$ cat src/hw/mibp_defines.vh
// register map, field positions and reset values of the mailbox interrupt block
`ifndef MIBP_DEFINES_VH
`define MIBP_DEFINES_VH

// wishbone byte addresses, pci-side view
`define MIBP_ADR_PCI_OUT_MBOX   8'h00
`define MIBP_ADR_PCI_IN_MBOX    8'h04
`define MIBP_ADR_PCI_FLAGS      8'h08
`define MIBP_ADR_PCI_INT_CTRL   8'h0C
`define MIBP_ADR_PCI_RESET_CTRL 8'h10

// add-on register select codes
`define MIBP_AADR_OUT_MBOX      2'h0
`define MIBP_AADR_IN_MBOX       2'h1
`define MIBP_AADR_FLAGS         2'h2
`define MIBP_AADR_INT_CTRL      2'h3

// pci interrupt control/status fields
`define MIBP_P_OUT_SEL_LO       0
`define MIBP_P_OUT_EN           4
`define MIBP_P_IN_SEL_LO        8
`define MIBP_P_IN_EN            12
`define MIBP_P_OUT_IND          16
`define MIBP_P_IN_IND           17
`define MIBP_P_ASSERTED         23
`define MIBP_P_CTRL_MASK        32'h0000_1313

// add-on interrupt control/status fields
`define MIBP_A_IN_SEL_LO        0
`define MIBP_A_IN_EN            4
`define MIBP_A_OUT_SEL_LO       8
`define MIBP_A_OUT_EN           12
`define MIBP_A_IN_IND           16
`define MIBP_A_OUT_IND          17
`define MIBP_A_CTRL_MASK        32'h0000_1313

// flag register layout (pci view: in = add-on outgoing, out = pci outgoing)
`define MIBP_P_FLAG_OUT_LO      12
`define MIBP_P_FLAG_IN_LO       28
`define MIBP_A_FLAG_IN_LO       12
`define MIBP_A_FLAG_OUT_LO      28

// write-one flag reset bit in the pci reset control word and the add-on flags word
`define MIBP_FLAG_RESET_BIT     0

`define MIBP_RST_WORD           32'h0000_0000
`define MIBP_RST_FLAGS          4'h0

`endif
$ cat src/hw/mibp_core.v
// mailbox pair with interrupt generation and the byte-3 load port
//
// Implementation choices: the Wishbone interface to the registers and the address map.
`timescale 1ns/1ns
// Functional notes
// RULE1: enabled incoming byte becoming full raises that side's interrupt.
// RULE2: enabled outgoing byte emptied by the far side's read raises that side's interrupt.
// RULE3: pci and add-on sides have separate enables and byte selects.
// RULE4: eight-line byte port maps lines 0..7 onto add-on outgoing bits 24..31.
// RULE5: direction strap high means input only, low means bidirectional.
// RULE6: load strobe low at add-on clock captures port into add-on outgoing byte 3.
// RULE7: port capture can raise the pci interrupt when enabled.
// RULE8: add-on outgoing byte 3 holds the most recent write from either path.
// RULE9: bidirectional, strobe high: port drives pci outgoing byte 3, follows pci writes.
// RULE10: bidirectional, strobe low: port drivers released.
// RULE11: external party inserts a turnaround before driving the port.
// RULE12: burst to mailbox ends after one data phase.
// RULE13: writing a full outgoing byte overwrites silently.
// RULE14: reading an empty incoming byte returns stale contents.
// RULE15: pci interrupt asserts at pci edge after add-on write completes.
// RULE16: pci interrupt asserts at pci edge after add-on read completes.
// RULE17: pci interrupt deasserts one pci clock after write-one clear.
// RULE18: add-on interrupt asserts at add-on edge after pci write completes.
// RULE19: add-on interrupt asserts at add-on edge after pci read completes.
// RULE20: add-on interrupt deasserts one add-on clock after write-one clear.
// RULE21: 8-bit add-on master uses exactly one byte enable per access; the core writes every enabled byte and the bench uses several.
// RULE22: 16-bit strap makes byte enable 3 act as address bit 1.
// RULE23: outgoing write sets flags per byte enable; incoming read clears them both sides.
// RULE24: pci control bit 4 enables outgoing-empty, bits 1:0 pick its byte.
// RULE25: pci control bit 12 enables incoming-full, bits 9:8 pick its byte.
// RULE26: cross-domain events raise exactly one request in the destination domain.
`include "mibp_defines.vh"

module mibp_core (
  // clock and reset
  input  wire        CLK,
  input  wire        RESET,
  // wishbone slave, pci-side registers
  input  wire        WB_CYC_I,
  input  wire        WB_STB_I,
  input  wire        WB_WE_I,
  input  wire [7:0]  WB_ADR_I,
  input  wire [3:0]  WB_SEL_I,
  input  wire [31:0] WB_DAT_I,
  output reg  [31:0] WB_DAT_O,
  output reg         WB_ACK_O,
  // pci interrupt
  output reg         INTA_N,
  // add-on register port, on the add-on clock
  input  wire        ADDON_CLK,
  input  wire        ADDON_SEL,
  input  wire        ADDON_WR,
  input  wire        ADDON_RD,
  input  wire [1:0]  ADDON_ADR,
  input  wire [3:0]  ADDON_BYTE_ENABLE,
  input  wire [31:0] ADDON_DQ_IN,
  output reg  [31:0] ADDON_DQ_OUT,
  output reg         ADDON_IRQ_N,
  // byte port and straps
  input  wire        PORT_LOAD_N,
  input  wire [7:0]  MAILBOX_BYTE_PORT_IN,
  output reg  [7:0]  MAILBOX_BYTE_PORT_OUT,
  output reg         MAILBOX_BYTE_PORT_OE_N,
  input  wire        PORT_DIR_STRAP,
  input  wire        ADDON_WIDTH_STRAP
);

  // width of the sampled add-on bundle
  localparam SW = 53;

  // all foreign inputs pass two flops; data is only used at a detected add-on
  // edge, by which time the master's data has long settled
  reg  [SW-1:0] sync1_q;
  reg  [SW-1:0] sync2_q;
  reg           aclk_prev_q;

  reg  [31:0] pci_out_mailbox_q;
  reg  [31:0] addon_out_mailbox_q;
  reg  [3:0]  pout_full_q;
  reg  [3:0]  aout_full_q;
  reg  [31:0] pci_int_ctrl_status_q;
  reg  [31:0] addon_int_ctrl_status_q;
  reg         pin_int_q;
  reg         pout_int_q;
  reg         ain_int_q;
  reg         aout_int_q;

  reg  [31:0] pci_out_mailbox_d;
  reg  [31:0] addon_out_mailbox_d;
  reg  [3:0]  pout_full_d;
  reg  [3:0]  aout_full_d;
  reg  [31:0] pci_int_ctrl_status_d;
  reg  [31:0] addon_int_ctrl_status_d;
  reg         pin_int_d;
  reg         pout_int_d;
  reg         ain_int_d;
  reg         aout_int_d;
  reg         ev_pin;
  reg         ev_pout;
  reg         ev_ain;
  reg         ev_aout;
  reg  [31:0] wb_rdata;
  reg  [31:0] a_rdata;
  integer     i;

  always @(posedge CLK or posedge RESET) begin
    if (RESET) begin
      sync1_q     <= {SW{1'b0}};
      sync2_q     <= {SW{1'b0}};
      aclk_prev_q <= 1'b0;
    end else begin
      sync1_q     <= {ADDON_CLK,
                      ADDON_SEL,
                      ADDON_WR,
                      ADDON_RD,
                      ADDON_ADR,
                      ADDON_BYTE_ENABLE,
                      ADDON_DQ_IN,
                      PORT_LOAD_N,
                      MAILBOX_BYTE_PORT_IN,
                      PORT_DIR_STRAP,
                      ADDON_WIDTH_STRAP};
      sync2_q     <= sync1_q;
      aclk_prev_q <= sync2_q[52];
    end
  end

  wire        s_aclk   = sync2_q[52];
  wire        s_sel    = sync2_q[51];
  wire        s_wr     = sync2_q[50];
  wire        s_rd     = sync2_q[49];
  wire [1:0]  s_adr    = sync2_q[48:47];
  wire [3:0]  s_be     = sync2_q[46:43];
  wire [31:0] s_dq     = sync2_q[42:11];
  wire        s_load_n = sync2_q[10];
  wire [7:0]  s_port   = sync2_q[9:2];
  wire        s_dir    = sync2_q[1];
  wire        s_wide16 = sync2_q[0];

  wire a_edge = s_aclk & ~aclk_prev_q;
  wire a_wr   = a_edge & s_sel & s_wr;
  wire a_rd   = a_edge & s_sel & s_rd & ~s_wr;
  wire a_load = a_edge & ~s_load_n; // RULE6

  // 16-bit bus: byte enable 3 steers the low pair onto the upper half
  wire [3:0]  be_hi  = {s_be[1:0], 2'b00};
  wire [3:0]  be_lo  = {2'b00, s_be[1:0]};
  wire [3:0]  be16   = s_be[3] ? be_hi : be_lo; // RULE22
  wire [3:0]  a_be   = s_wide16 ? be16 : s_be; // RULE22
  // 16-bit data arrives on the low half and is mirrored to both halves
  wire [31:0] dq_dup = {s_dq[15:0], s_dq[15:0]};
  wire [31:0] a_din  = s_wide16 ? dq_dup : s_dq; // RULE22

  // classic wishbone: one data phase per cycle, no burst continuation
  wire wb_req = WB_CYC_I & WB_STB_I & ~WB_ACK_O; // RULE12
  wire wb_wr  = wb_req & WB_WE_I;
  wire wb_rd  = wb_req & ~WB_WE_I;

  wire [1:0] p_out_sel = pci_int_ctrl_status_q[`MIBP_P_OUT_SEL_LO +: 2];
  wire [1:0] p_in_sel  = pci_int_ctrl_status_q[`MIBP_P_IN_SEL_LO +: 2];
  wire [1:0] a_out_sel = addon_int_ctrl_status_q[`MIBP_A_OUT_SEL_LO +: 2];
  wire [1:0] a_in_sel  = addon_int_ctrl_status_q[`MIBP_A_IN_SEL_LO +: 2];

  // pci-side register strobes
  wire wb_at_out  = wb_wr & (WB_ADR_I == `MIBP_ADR_PCI_OUT_MBOX);
  wire wb_at_in   = wb_rd & (WB_ADR_I == `MIBP_ADR_PCI_IN_MBOX);
  wire wb_at_ctrl = wb_wr & (WB_ADR_I == `MIBP_ADR_PCI_INT_CTRL);
  wire wb_at_rst  = wb_wr & (WB_ADR_I == `MIBP_ADR_PCI_RESET_CTRL);

  // add-on register strobes
  wire a_at_out   = a_wr & (s_adr == `MIBP_AADR_OUT_MBOX);
  wire a_at_in    = a_rd & (s_adr == `MIBP_AADR_IN_MBOX);
  wire a_at_flags = a_wr & (s_adr == `MIBP_AADR_FLAGS);
  wire a_at_ctrl  = a_wr & (s_adr == `MIBP_AADR_INT_CTRL);

  // global flag reset from either side, write one only
  wire flag_reset = (wb_at_rst & WB_SEL_I[0] & WB_DAT_I[`MIBP_FLAG_RESET_BIT]) |
                    (a_at_flags & a_be[0] & a_din[`MIBP_FLAG_RESET_BIT]);

  // write-one clears of the sticky sources, lane 2 only
  wire p_in_clr   = wb_at_ctrl & WB_SEL_I[2] & WB_DAT_I[`MIBP_P_IN_IND];
  wire p_out_clr  = wb_at_ctrl & WB_SEL_I[2] & WB_DAT_I[`MIBP_P_OUT_IND];
  wire a_in_clr   = a_at_ctrl & a_be[2] & a_din[`MIBP_A_IN_IND];
  wire a_out_clr  = a_at_ctrl & a_be[2] & a_din[`MIBP_A_OUT_IND];

  // masks kept 32 bits wide so each lane is cut by a part-select
  wire [31:0] p_mask = `MIBP_P_CTRL_MASK;
  wire [31:0] a_mask = `MIBP_A_CTRL_MASK;

  always @* begin
    pci_out_mailbox_d       = pci_out_mailbox_q;
    addon_out_mailbox_d     = addon_out_mailbox_q;
    pout_full_d             = pout_full_q;
    aout_full_d             = aout_full_q;
    pci_int_ctrl_status_d   = pci_int_ctrl_status_q;
    addon_int_ctrl_status_d = addon_int_ctrl_status_q;
    ev_pin  = 1'b0;
    ev_pout = 1'b0;
    ev_ain  = 1'b0;
    ev_aout = 1'b0;

    // clears first, so a set in the same cycle wins
    if (flag_reset) begin
      pout_full_d = `MIBP_RST_FLAGS;
      aout_full_d = `MIBP_RST_FLAGS;
    end
    if (a_at_in) begin
      pout_full_d = pout_full_d & ~a_be; // RULE23
      ev_pout = pci_int_ctrl_status_q[`MIBP_P_OUT_EN] & a_be[p_out_sel] & pout_full_q[p_out_sel]; // RULE2 RULE24
    end
    if (wb_at_in) begin
      aout_full_d = aout_full_d & ~WB_SEL_I; // RULE23
      ev_aout = addon_int_ctrl_status_q[`MIBP_A_OUT_EN] & WB_SEL_I[a_out_sel] & aout_full_q[a_out_sel]; // RULE2
    end

    // outgoing writes overwrite even when full, no error
    if (wb_at_out) begin
      for (i = 0; i < 4; i = i + 1) begin
        if (WB_SEL_I[i]) begin
          pci_out_mailbox_d[i*8 +: 8] = WB_DAT_I[i*8 +: 8]; // RULE13
        end
      end
      pout_full_d = pout_full_d | WB_SEL_I; // RULE23
      ev_ain = addon_int_ctrl_status_q[`MIBP_A_IN_EN] & WB_SEL_I[a_in_sel]; // RULE1 RULE3
    end
    if (a_at_out) begin
      for (i = 0; i < 4; i = i + 1) begin
        if (a_be[i]) begin
          addon_out_mailbox_d[i*8 +: 8] = a_din[i*8 +: 8]; // RULE13 RULE21
        end
      end
      aout_full_d = aout_full_d | a_be; // RULE23
      ev_pin = pci_int_ctrl_status_q[`MIBP_P_IN_EN] & a_be[p_in_sel]; // RULE1 RULE25
    end
    // port capture after the register write: same-edge collision keeps the port value
    if (a_load) begin
      addon_out_mailbox_d[31:24] = s_port; // RULE4 RULE8
      aout_full_d[3] = 1'b1;
      ev_pin = ev_pin | (pci_int_ctrl_status_q[`MIBP_P_IN_EN] & (p_in_sel == 2'd3)); // RULE7
    end

    if (wb_at_ctrl) begin
      for (i = 0; i < 2; i = i + 1) begin
        if (WB_SEL_I[i]) begin
          pci_int_ctrl_status_d[i*8 +: 8] = WB_DAT_I[i*8 +: 8] & p_mask[i*8 +: 8]; // RULE3
        end
      end
    end
    if (a_at_ctrl) begin
      for (i = 0; i < 2; i = i + 1) begin
        if (a_be[i]) begin
          addon_int_ctrl_status_d[i*8 +: 8] = a_din[i*8 +: 8] & a_mask[i*8 +: 8]; // RULE3
        end
      end
    end

    // sticky sources, write one to clear, new event wins
    pin_int_d  = (pin_int_q & ~p_in_clr) | ev_pin;
    pout_int_d = (pout_int_q & ~p_out_clr) | ev_pout;
    ain_int_d  = (ain_int_q & ~a_in_clr) | ev_ain;
    aout_int_d = (aout_int_q & ~a_out_clr) | ev_aout;
  end

  // stale data is returned on empty reads; flags are software's guard
  always @* begin
    wb_rdata = `MIBP_RST_WORD;
    case (WB_ADR_I)
      `MIBP_ADR_PCI_OUT_MBOX: wb_rdata = pci_out_mailbox_q;
      `MIBP_ADR_PCI_IN_MBOX:  wb_rdata = addon_out_mailbox_q; // RULE14
      `MIBP_ADR_PCI_FLAGS: begin
        wb_rdata[`MIBP_P_FLAG_OUT_LO +: 4] = pout_full_q;
        wb_rdata[`MIBP_P_FLAG_IN_LO +: 4]  = aout_full_q;
      end
      `MIBP_ADR_PCI_INT_CTRL: begin
        wb_rdata = pci_int_ctrl_status_q;
        wb_rdata[`MIBP_P_OUT_IND]  = pout_int_q;
        wb_rdata[`MIBP_P_IN_IND]   = pin_int_q;
        wb_rdata[`MIBP_P_ASSERTED] = ~INTA_N;
      end
      default: wb_rdata = `MIBP_RST_WORD;
    endcase
  end

  always @* begin
    a_rdata = `MIBP_RST_WORD;
    case (s_adr)
      `MIBP_AADR_OUT_MBOX: a_rdata = addon_out_mailbox_q;
      `MIBP_AADR_IN_MBOX:  a_rdata = pci_out_mailbox_q; // RULE14
      `MIBP_AADR_FLAGS: begin
        a_rdata[`MIBP_A_FLAG_IN_LO +: 4]  = pout_full_q;
        a_rdata[`MIBP_A_FLAG_OUT_LO +: 4] = aout_full_q;
      end
      `MIBP_AADR_INT_CTRL: begin
        a_rdata = addon_int_ctrl_status_q;
        a_rdata[`MIBP_A_IN_IND]  = ain_int_q;
        a_rdata[`MIBP_A_OUT_IND] = aout_int_q;
      end
      default: a_rdata = `MIBP_RST_WORD;
    endcase
    if (s_wide16) begin
      a_rdata = s_be[3] ? {16'h0000, a_rdata[31:16]} : {16'h0000, a_rdata[15:0]}; // RULE22
    end
  end

  always @(posedge CLK or posedge RESET) begin
    if (RESET) begin
      pci_out_mailbox_q       <= `MIBP_RST_WORD;
      addon_out_mailbox_q     <= `MIBP_RST_WORD;
      pout_full_q             <= `MIBP_RST_FLAGS;
      aout_full_q             <= `MIBP_RST_FLAGS;
      pci_int_ctrl_status_q   <= `MIBP_RST_WORD;
      addon_int_ctrl_status_q <= `MIBP_RST_WORD;
      pin_int_q               <= 1'b0;
      pout_int_q              <= 1'b0;
      ain_int_q               <= 1'b0;
      aout_int_q              <= 1'b0;
    end else begin
      pci_out_mailbox_q       <= pci_out_mailbox_d;
      addon_out_mailbox_q     <= addon_out_mailbox_d;
      pout_full_q             <= pout_full_d;
      aout_full_q             <= aout_full_d;
      pci_int_ctrl_status_q   <= pci_int_ctrl_status_d;
      addon_int_ctrl_status_q <= addon_int_ctrl_status_d;
      pin_int_q               <= pin_int_d;
      pout_int_q              <= pout_int_d;
      ain_int_q               <= ain_int_d;
      aout_int_q              <= aout_int_d;
    end
  end

  // wishbone answer: one ack per request, read data held until the next read
  always @(posedge CLK or posedge RESET) begin
    if (RESET) begin
      WB_ACK_O <= 1'b0;
      WB_DAT_O <= `MIBP_RST_WORD;
    end else begin
      WB_ACK_O <= wb_req; // RULE12
      if (wb_rd) begin
        WB_DAT_O <= wb_rdata;
      end
    end
  end

  // interrupt lines, idle high
  always @(posedge CLK or posedge RESET) begin
    if (RESET) begin
      INTA_N      <= 1'b1;
      ADDON_IRQ_N <= 1'b1;
    end else begin
      // event asserts at once; clear shows one clock after the source drops
      INTA_N <= ~(pin_int_q | pout_int_q | ev_pin | ev_pout); // RULE15 RULE16 RULE17
      // single domain: each crossing event is one pulse, latched in one sticky bit
      if (a_edge) begin
        ADDON_IRQ_N <= ~(ain_int_q | aout_int_q); // RULE18 RULE19 RULE20 RULE26
      end
    end
  end

  // add-on read data and byte port
  always @(posedge CLK or posedge RESET) begin
    if (RESET) begin
      ADDON_DQ_OUT           <= `MIBP_RST_WORD;
      MAILBOX_BYTE_PORT_OUT  <= 8'h00;
      MAILBOX_BYTE_PORT_OE_N <= 1'b1;
    end else begin
      if (a_rd) begin
        ADDON_DQ_OUT <= a_rdata;
      end
      MAILBOX_BYTE_PORT_OUT  <= pci_out_mailbox_q[31:24]; // RULE9
      // relies on the far party's turnaround before it drives the port
      MAILBOX_BYTE_PORT_OE_N <= s_dir | ~s_load_n; // RULE5 RULE10 RULE11
    end
  end

endmodule

$ cat config.mk
export PLATFORM = sky130hd
export DESIGN_NAME = mibp_core
export DESIGN_NICKNAME = d
export VERILOG_FILES = /design/src/hw/mibp_core.v
export VERILOG_INCLUDE_DIRS = /design/src /design/src/hw
export SDC_FILE = /design/constraint.sdc
export NUM_CORES = 1
export LEC_CHECK = 0
export ABC_AREA = 1
export BUFFER_PORTS_ARGS = -buffer_cell sky130_fd_sc_hd__buf_2
export CAP_MARGIN = 20
export CORE_ASPECT_RATIO = 1.4
export CORE_MARGIN = 1
export CORE_UTILIZATION = 38
export DETAILED_ROUTE_END_ITERATION = 10
export PLACE_DENSITY = 0.66
export SLEW_MARGIN = 20
export SYNTH_ARGS = -nofsm -noshare
export SYNTH_HDL_FRONTEND = slang
export SYNTH_SLANG_ARGS = --single-unit
$ cat constraint.sdc
create_clock -name CLK -period 9 [get_ports CLK]
set_input_delay 0.45 -clock CLK [delete_from_list [all_inputs] [get_ports CLK]]
set_output_delay 0.45 -clock CLK [all_outputs]
set_load 0.005 [all_outputs]
* Word-level counts from Yosys, hierarchy flattened *
Cells that the tools add are included.

word-level totals
  word-level logic and storage cells = 167
  input bits = 102
  bits in registers = 271
  output and inout port bits = 76

operators by class
  reductions and logical operators = 16
  bitwise gates (word level) = 68
  muxes and demuxes = 43
  order comparisons = 4
  equal/unequal tests = 8

operators with widths
  cell                  count
  $pmux W12 S3          4
  $mux W32              3
  $pmux W4 S4           3
  $mux W8               5
  $and A1 B1 Y1         39
  $mux W4               8
  $reduce_and A2 Y1     12
  $eq A8 B4 Y1 const B  2
  $mux W16              1
  $bmux W1 S2           6
  $lt A2 B3 Y1 const B  4
  $mux W1               12
  $not A1 Y1            12
  $pmux W4 S3           1
  $or A1 B1 Y1          11
  $and A4 B4 Y4         2
  $eq A8 B3 Y1 const B  1
  $eq A8 B5 Y1 const B  1
  $logic_not A8 Y1      1
  $not A4 Y4            2
  $or A4 B4 Y4          2
  $eq A2 B2 Y1 const B  3
  $reduce_bool A2 Y1    2
  $eq A2 B1 Y1 const B  1
  $logic_not A2 Y1      1

* Depth between registers and ports, before layout *
  depth after elaboration = 14
  mapped depth = 10
  gate-level depth less buffers = 10

* Worst setup path before layout *
Ideal clock, no wire load.

  path kind = input to register
  start point = input WB_ADR_I[1]
  end point = register pci_out_mailbox_q[22]
  setup time = 0.126 ns
  setup slack = 7.477 ns
  path buffers = 1
  cell stages on the path = 7
  arrival time = 1.397 ns
  required time = 8.874 ns
  cell sequence = nor2_1 -> nand3_1 -> nor2_4 -> nand2_2 -> nor2_2 -> buf_4 -> o21ai_0

between the ends
  longest elaborated chain between the ends = 3

RTL lines
  element                             RTL line         text
  start, declared                     mibp_core.v:42   input wire [7:0] WB_ADR_I,
  $logic_not A8 Y1                    -
  $and A1 B1 Y1                       mibp_core.v:165  wire wb_at_out = wb_wr & (WB_ADR_I == `MIBP_ADR_PCI_OUT_MBOX);
  $reduce_and A2 Y1 (no source line)  -
  end signal, assigned                mibp_core.v:307  pci_out_mailbox_q <= `MIBP_RST_WORD;
  end signal, assigned                mibp_core.v:318  pci_out_mailbox_q <= pci_out_mailbox_d;
  end, declared                       mibp_core.v:77   reg [31:0] pci_out_mailbox_q;

No other way between the ends.
A chain may end at the register's enable or synchronous reset.

* Final worst setup path *
  start point = input WB_ADR_I[1]
  end point = register pci_out_mailbox_q[17]

The elaborated chain is that of the path after synthesis.

==> impl_metrics.tcl <==
set metrics [dict create \
    status "complete, no violations" \
    routabilityCongestion 0.885 \
    p_leak_nw 6.50 \
    dr.first_iter.drc_count 649 \
    crit_start "WB_ADR_I[1]" \
    coreArea_um2 26900 \
    startpoint_type "primary input" \
    synth_nets 1184 \
    drc_errors 0 \
    cp_slowest_cell "nor2_4" \
    start_util 0.388 \
    routed_via_density 4.94 \
    cp.required_ps 9430 \
    grt_antenna_before_repair 2 \
    arrival_ps 2780 \
    yosys_warnings 0 \
    async_flop_share 1.00 \
    via_count 8277 \
    crit_fanout 34 \
    synthFlopType "dfrtp_1" \
    skew_ps 16.2 \
    finalHoldViolCount 0 \
    synth_top_area_cell "dfrtp_1" \
    dr.pass1.iters 5 \
    post_drt_wl_per_cell_um 17.1 \
    clk_latency_ps 550 \
    cts.sink_count 271 \
    fill_cells 2585 \
    setup_viol 0 \
    grt_util_all_layers 0.208 \
    root_buffer "clkbuf_16" \
    seq_area_frac_synth 0.649 \
    hold_class "primary input to flop" \
    drive_gt1_frac 0.196 \
    tightest_slew_ps 892 \
    slew_violations 0 \
    first_global_vias 8070 \
    cts_buffers 27 \
    path_clk_slew_ps 60 \
    power.density_nw_per_um2 206 \
    multi_input_area_um2 3140 \
    synth_cells 1082 \
    avgSynthCellArea_um2 9.66 \
    hold_ws_ps 22.3 \
    fin_crit_sh 0.261 \
    cts_resized 0 \
    dp_hpwl_mm 21.0 \
    die_h_um 198 \
    rows 71 \
    synthTopCellsByCount "nand2_1 (372), dfrtp_1 (268), inv_1 (89)" \
    wl_mm 28.6 \
    p_total_mw 2.67 \
    ys_types 29 \
    die_w_um 142 \
    min_period_ps 2350 \
    setup.worst_path.class "primary input to flop" \
    end_kind "flop" \
    area_delta_synth_final_pct 24.0 \
    relSlewSlack 0.405 \
    seq_area_um2 6790 \
    path_cells "buf_2 > nor2_1 > nand3_1 > nor2_4 > nand2_2 > nor2_2 > inv_1 > nand2_1 > o21ai_1" \
    netlist_area_um2 10500 \
    synth_most_common_cell "nand2_1" \
    hold_path_startpoint "ADDON_DQ_IN[1]" \
    io_buffers 177 \
    reg2reg_slack_ps 6690 \
    grt_max_degree 125 \
    synth_top_area_frac 0.642 \
    tritoncts "yes" \
    num_io_pins 178 \
    fin_tns_setup_ps 0 \
    grt_pass1_wl_mm 44.5 \
    synth_edf_count 0 \
    antenna_left 0 \
    cpPeakStageDelay_ps 700 \
    clk_path_buf_depth 3 \
    cap_violations 0 \
    synth.ff_latch_count 271 \
    gr-total-overflow 0 \
    fin_nets 1400 \
    rsz0062_at_grt "false" \
    dieArea_um2 28200 \
    diodes 0 \
    h-tree-depth 1 \
    cts_setup_buffers 0 \
    synthTopCellsByArea "dfrtp_1 (64%), nand2_1 (13%), o21ai_0 (3.6%)" \
    reg2reg_from "sync2_q[0]$_DFF_PP0_" \
    ir_drop_mv 0.146 \
    fmax_mhz 426 \
]
per-layer routing:
metal | GRT usage | up-vias | routed length (um)
li1 | - | 3938 | -
met1 | 0.273 | 3967 | 11700
met2 | 0.344 | 311 | 14100
met3 | 0.0356 | 57 | 1960
met4 | 0.0781 | 4 | 852
met5 | 0 | - | 27
registers in the layout (all words and copies together) (netlist names), 4 cells and up:
name,count
pci_int_ctrl_status_q,6
ADDON_DQ_OUT,32
MAILBOX_BYTE_PORT_OUT,8
aout_full_q,4
WB_DAT_O,32
pci_out_mailbox_q,32
sync2_q,53
addon_int_ctrl_status_q,6
sync1_q,53
addon_out_mailbox_q,32
pout_full_q,4
final cells by class:
cell class,count,area share
flip-flops and latches,271,0.523
multi-input cells,677,0.242
repair buffers,222,0.102
clock buffers,32,0.0559
well taps,365,0.0352
inverters,99,0.0292
clock inverters,11,0.0117
per-stage QoR:
step	utilization	setup slack (ps)	area, um2	instances
after CTS	0.481	6680	12900	1676
after global placement	0.435	6180	11700	1597
final	0.482	6650	13000	1677
after global routing	0.482	6450	13000	1677
after detailed placement	0.435	6110	11700	1597
after floorplan	-	1090	10500	1082
worst max-delay path: cells and delay by family:
kind	cells	cell delay (ps)
and+or+nand+nor	6	1970
buffers and inverters	2	280
AOI/OAI and AO/OA	1	60
cell families after synthesis:
| group | Yosys count | share of synthesized area |
|---|---|---|
| buffers and inverters | 134 | 0.0511 |
| AOI/OAI and AO/OA | 186 | 0.106 |
| and+or+nand+nor | 491 | 0.194 |
| DFF | 271 | 0.649 |
placed cells by master, fill, tap and decap left out, types with 2 or more instances in the layout:
cell type      count
nand4_1           10
clkinv_1           3
nor2_2             7
buf_2            177
dfstp_2            3
nand3b_1           2
clkbuf_16         27
clkbuf_1           2
buf_4              8
clkbuf_8           3
a21oi_1           16
nor3_4             2
dlygate4sd3_1     36
nor2_4             2
nand2_1          372
clkinv_2           4
dfrtp_1          268
nor2_1            25
bufinv_16          3
nand2_2            6
o21ai_0           76
o21ai_1           32
inv_2              7
a221oi_1           7
inv_6              2
inv_1             88
nand3_1           62
o211ai_1          26
o22ai_1           10
a22o_1            16
final timing paths:
| path | to | cells past startpoint |
|---|---|---|
| max in group asynchronous | ADDON_DQ_OUT[18]$_DFFE_PP0P_ | 3 |
| min in group asynchronous | sync1_q[28]$_DFF_PP0_ | 2 |
| setup / recovery | pci_out_mailbox_q[17]$_DFFE_PP0P_ | 9 |
| hold reg to reg | sync2_q[30]$_DFF_PP0_ | 0 |
| setup reg to reg | ADDON_DQ_OUT[15]$_DFFE_PP0P_ | 7 |
| hold / removal | sync1_q[12]$_DFF_PP0_ | 1 |
where the power goes:
part	leakage, nW	internal [mW]	switching, mW
Sequential	3.35	1.29	0.0444
Combinational	2.71	0.0825	0.127
Clock	0.431	0.658	0.465
Total	6.50	2.03	0.636
timing repair:
| item | CTS | global route |
|---|---|---|
| endpoints found under the setup margin | 0 | 0 |
| hold endpoints to repair | 36 | 0 |
| hold buffers | 36 | 0 |
(Power assumes the default switching activity.)
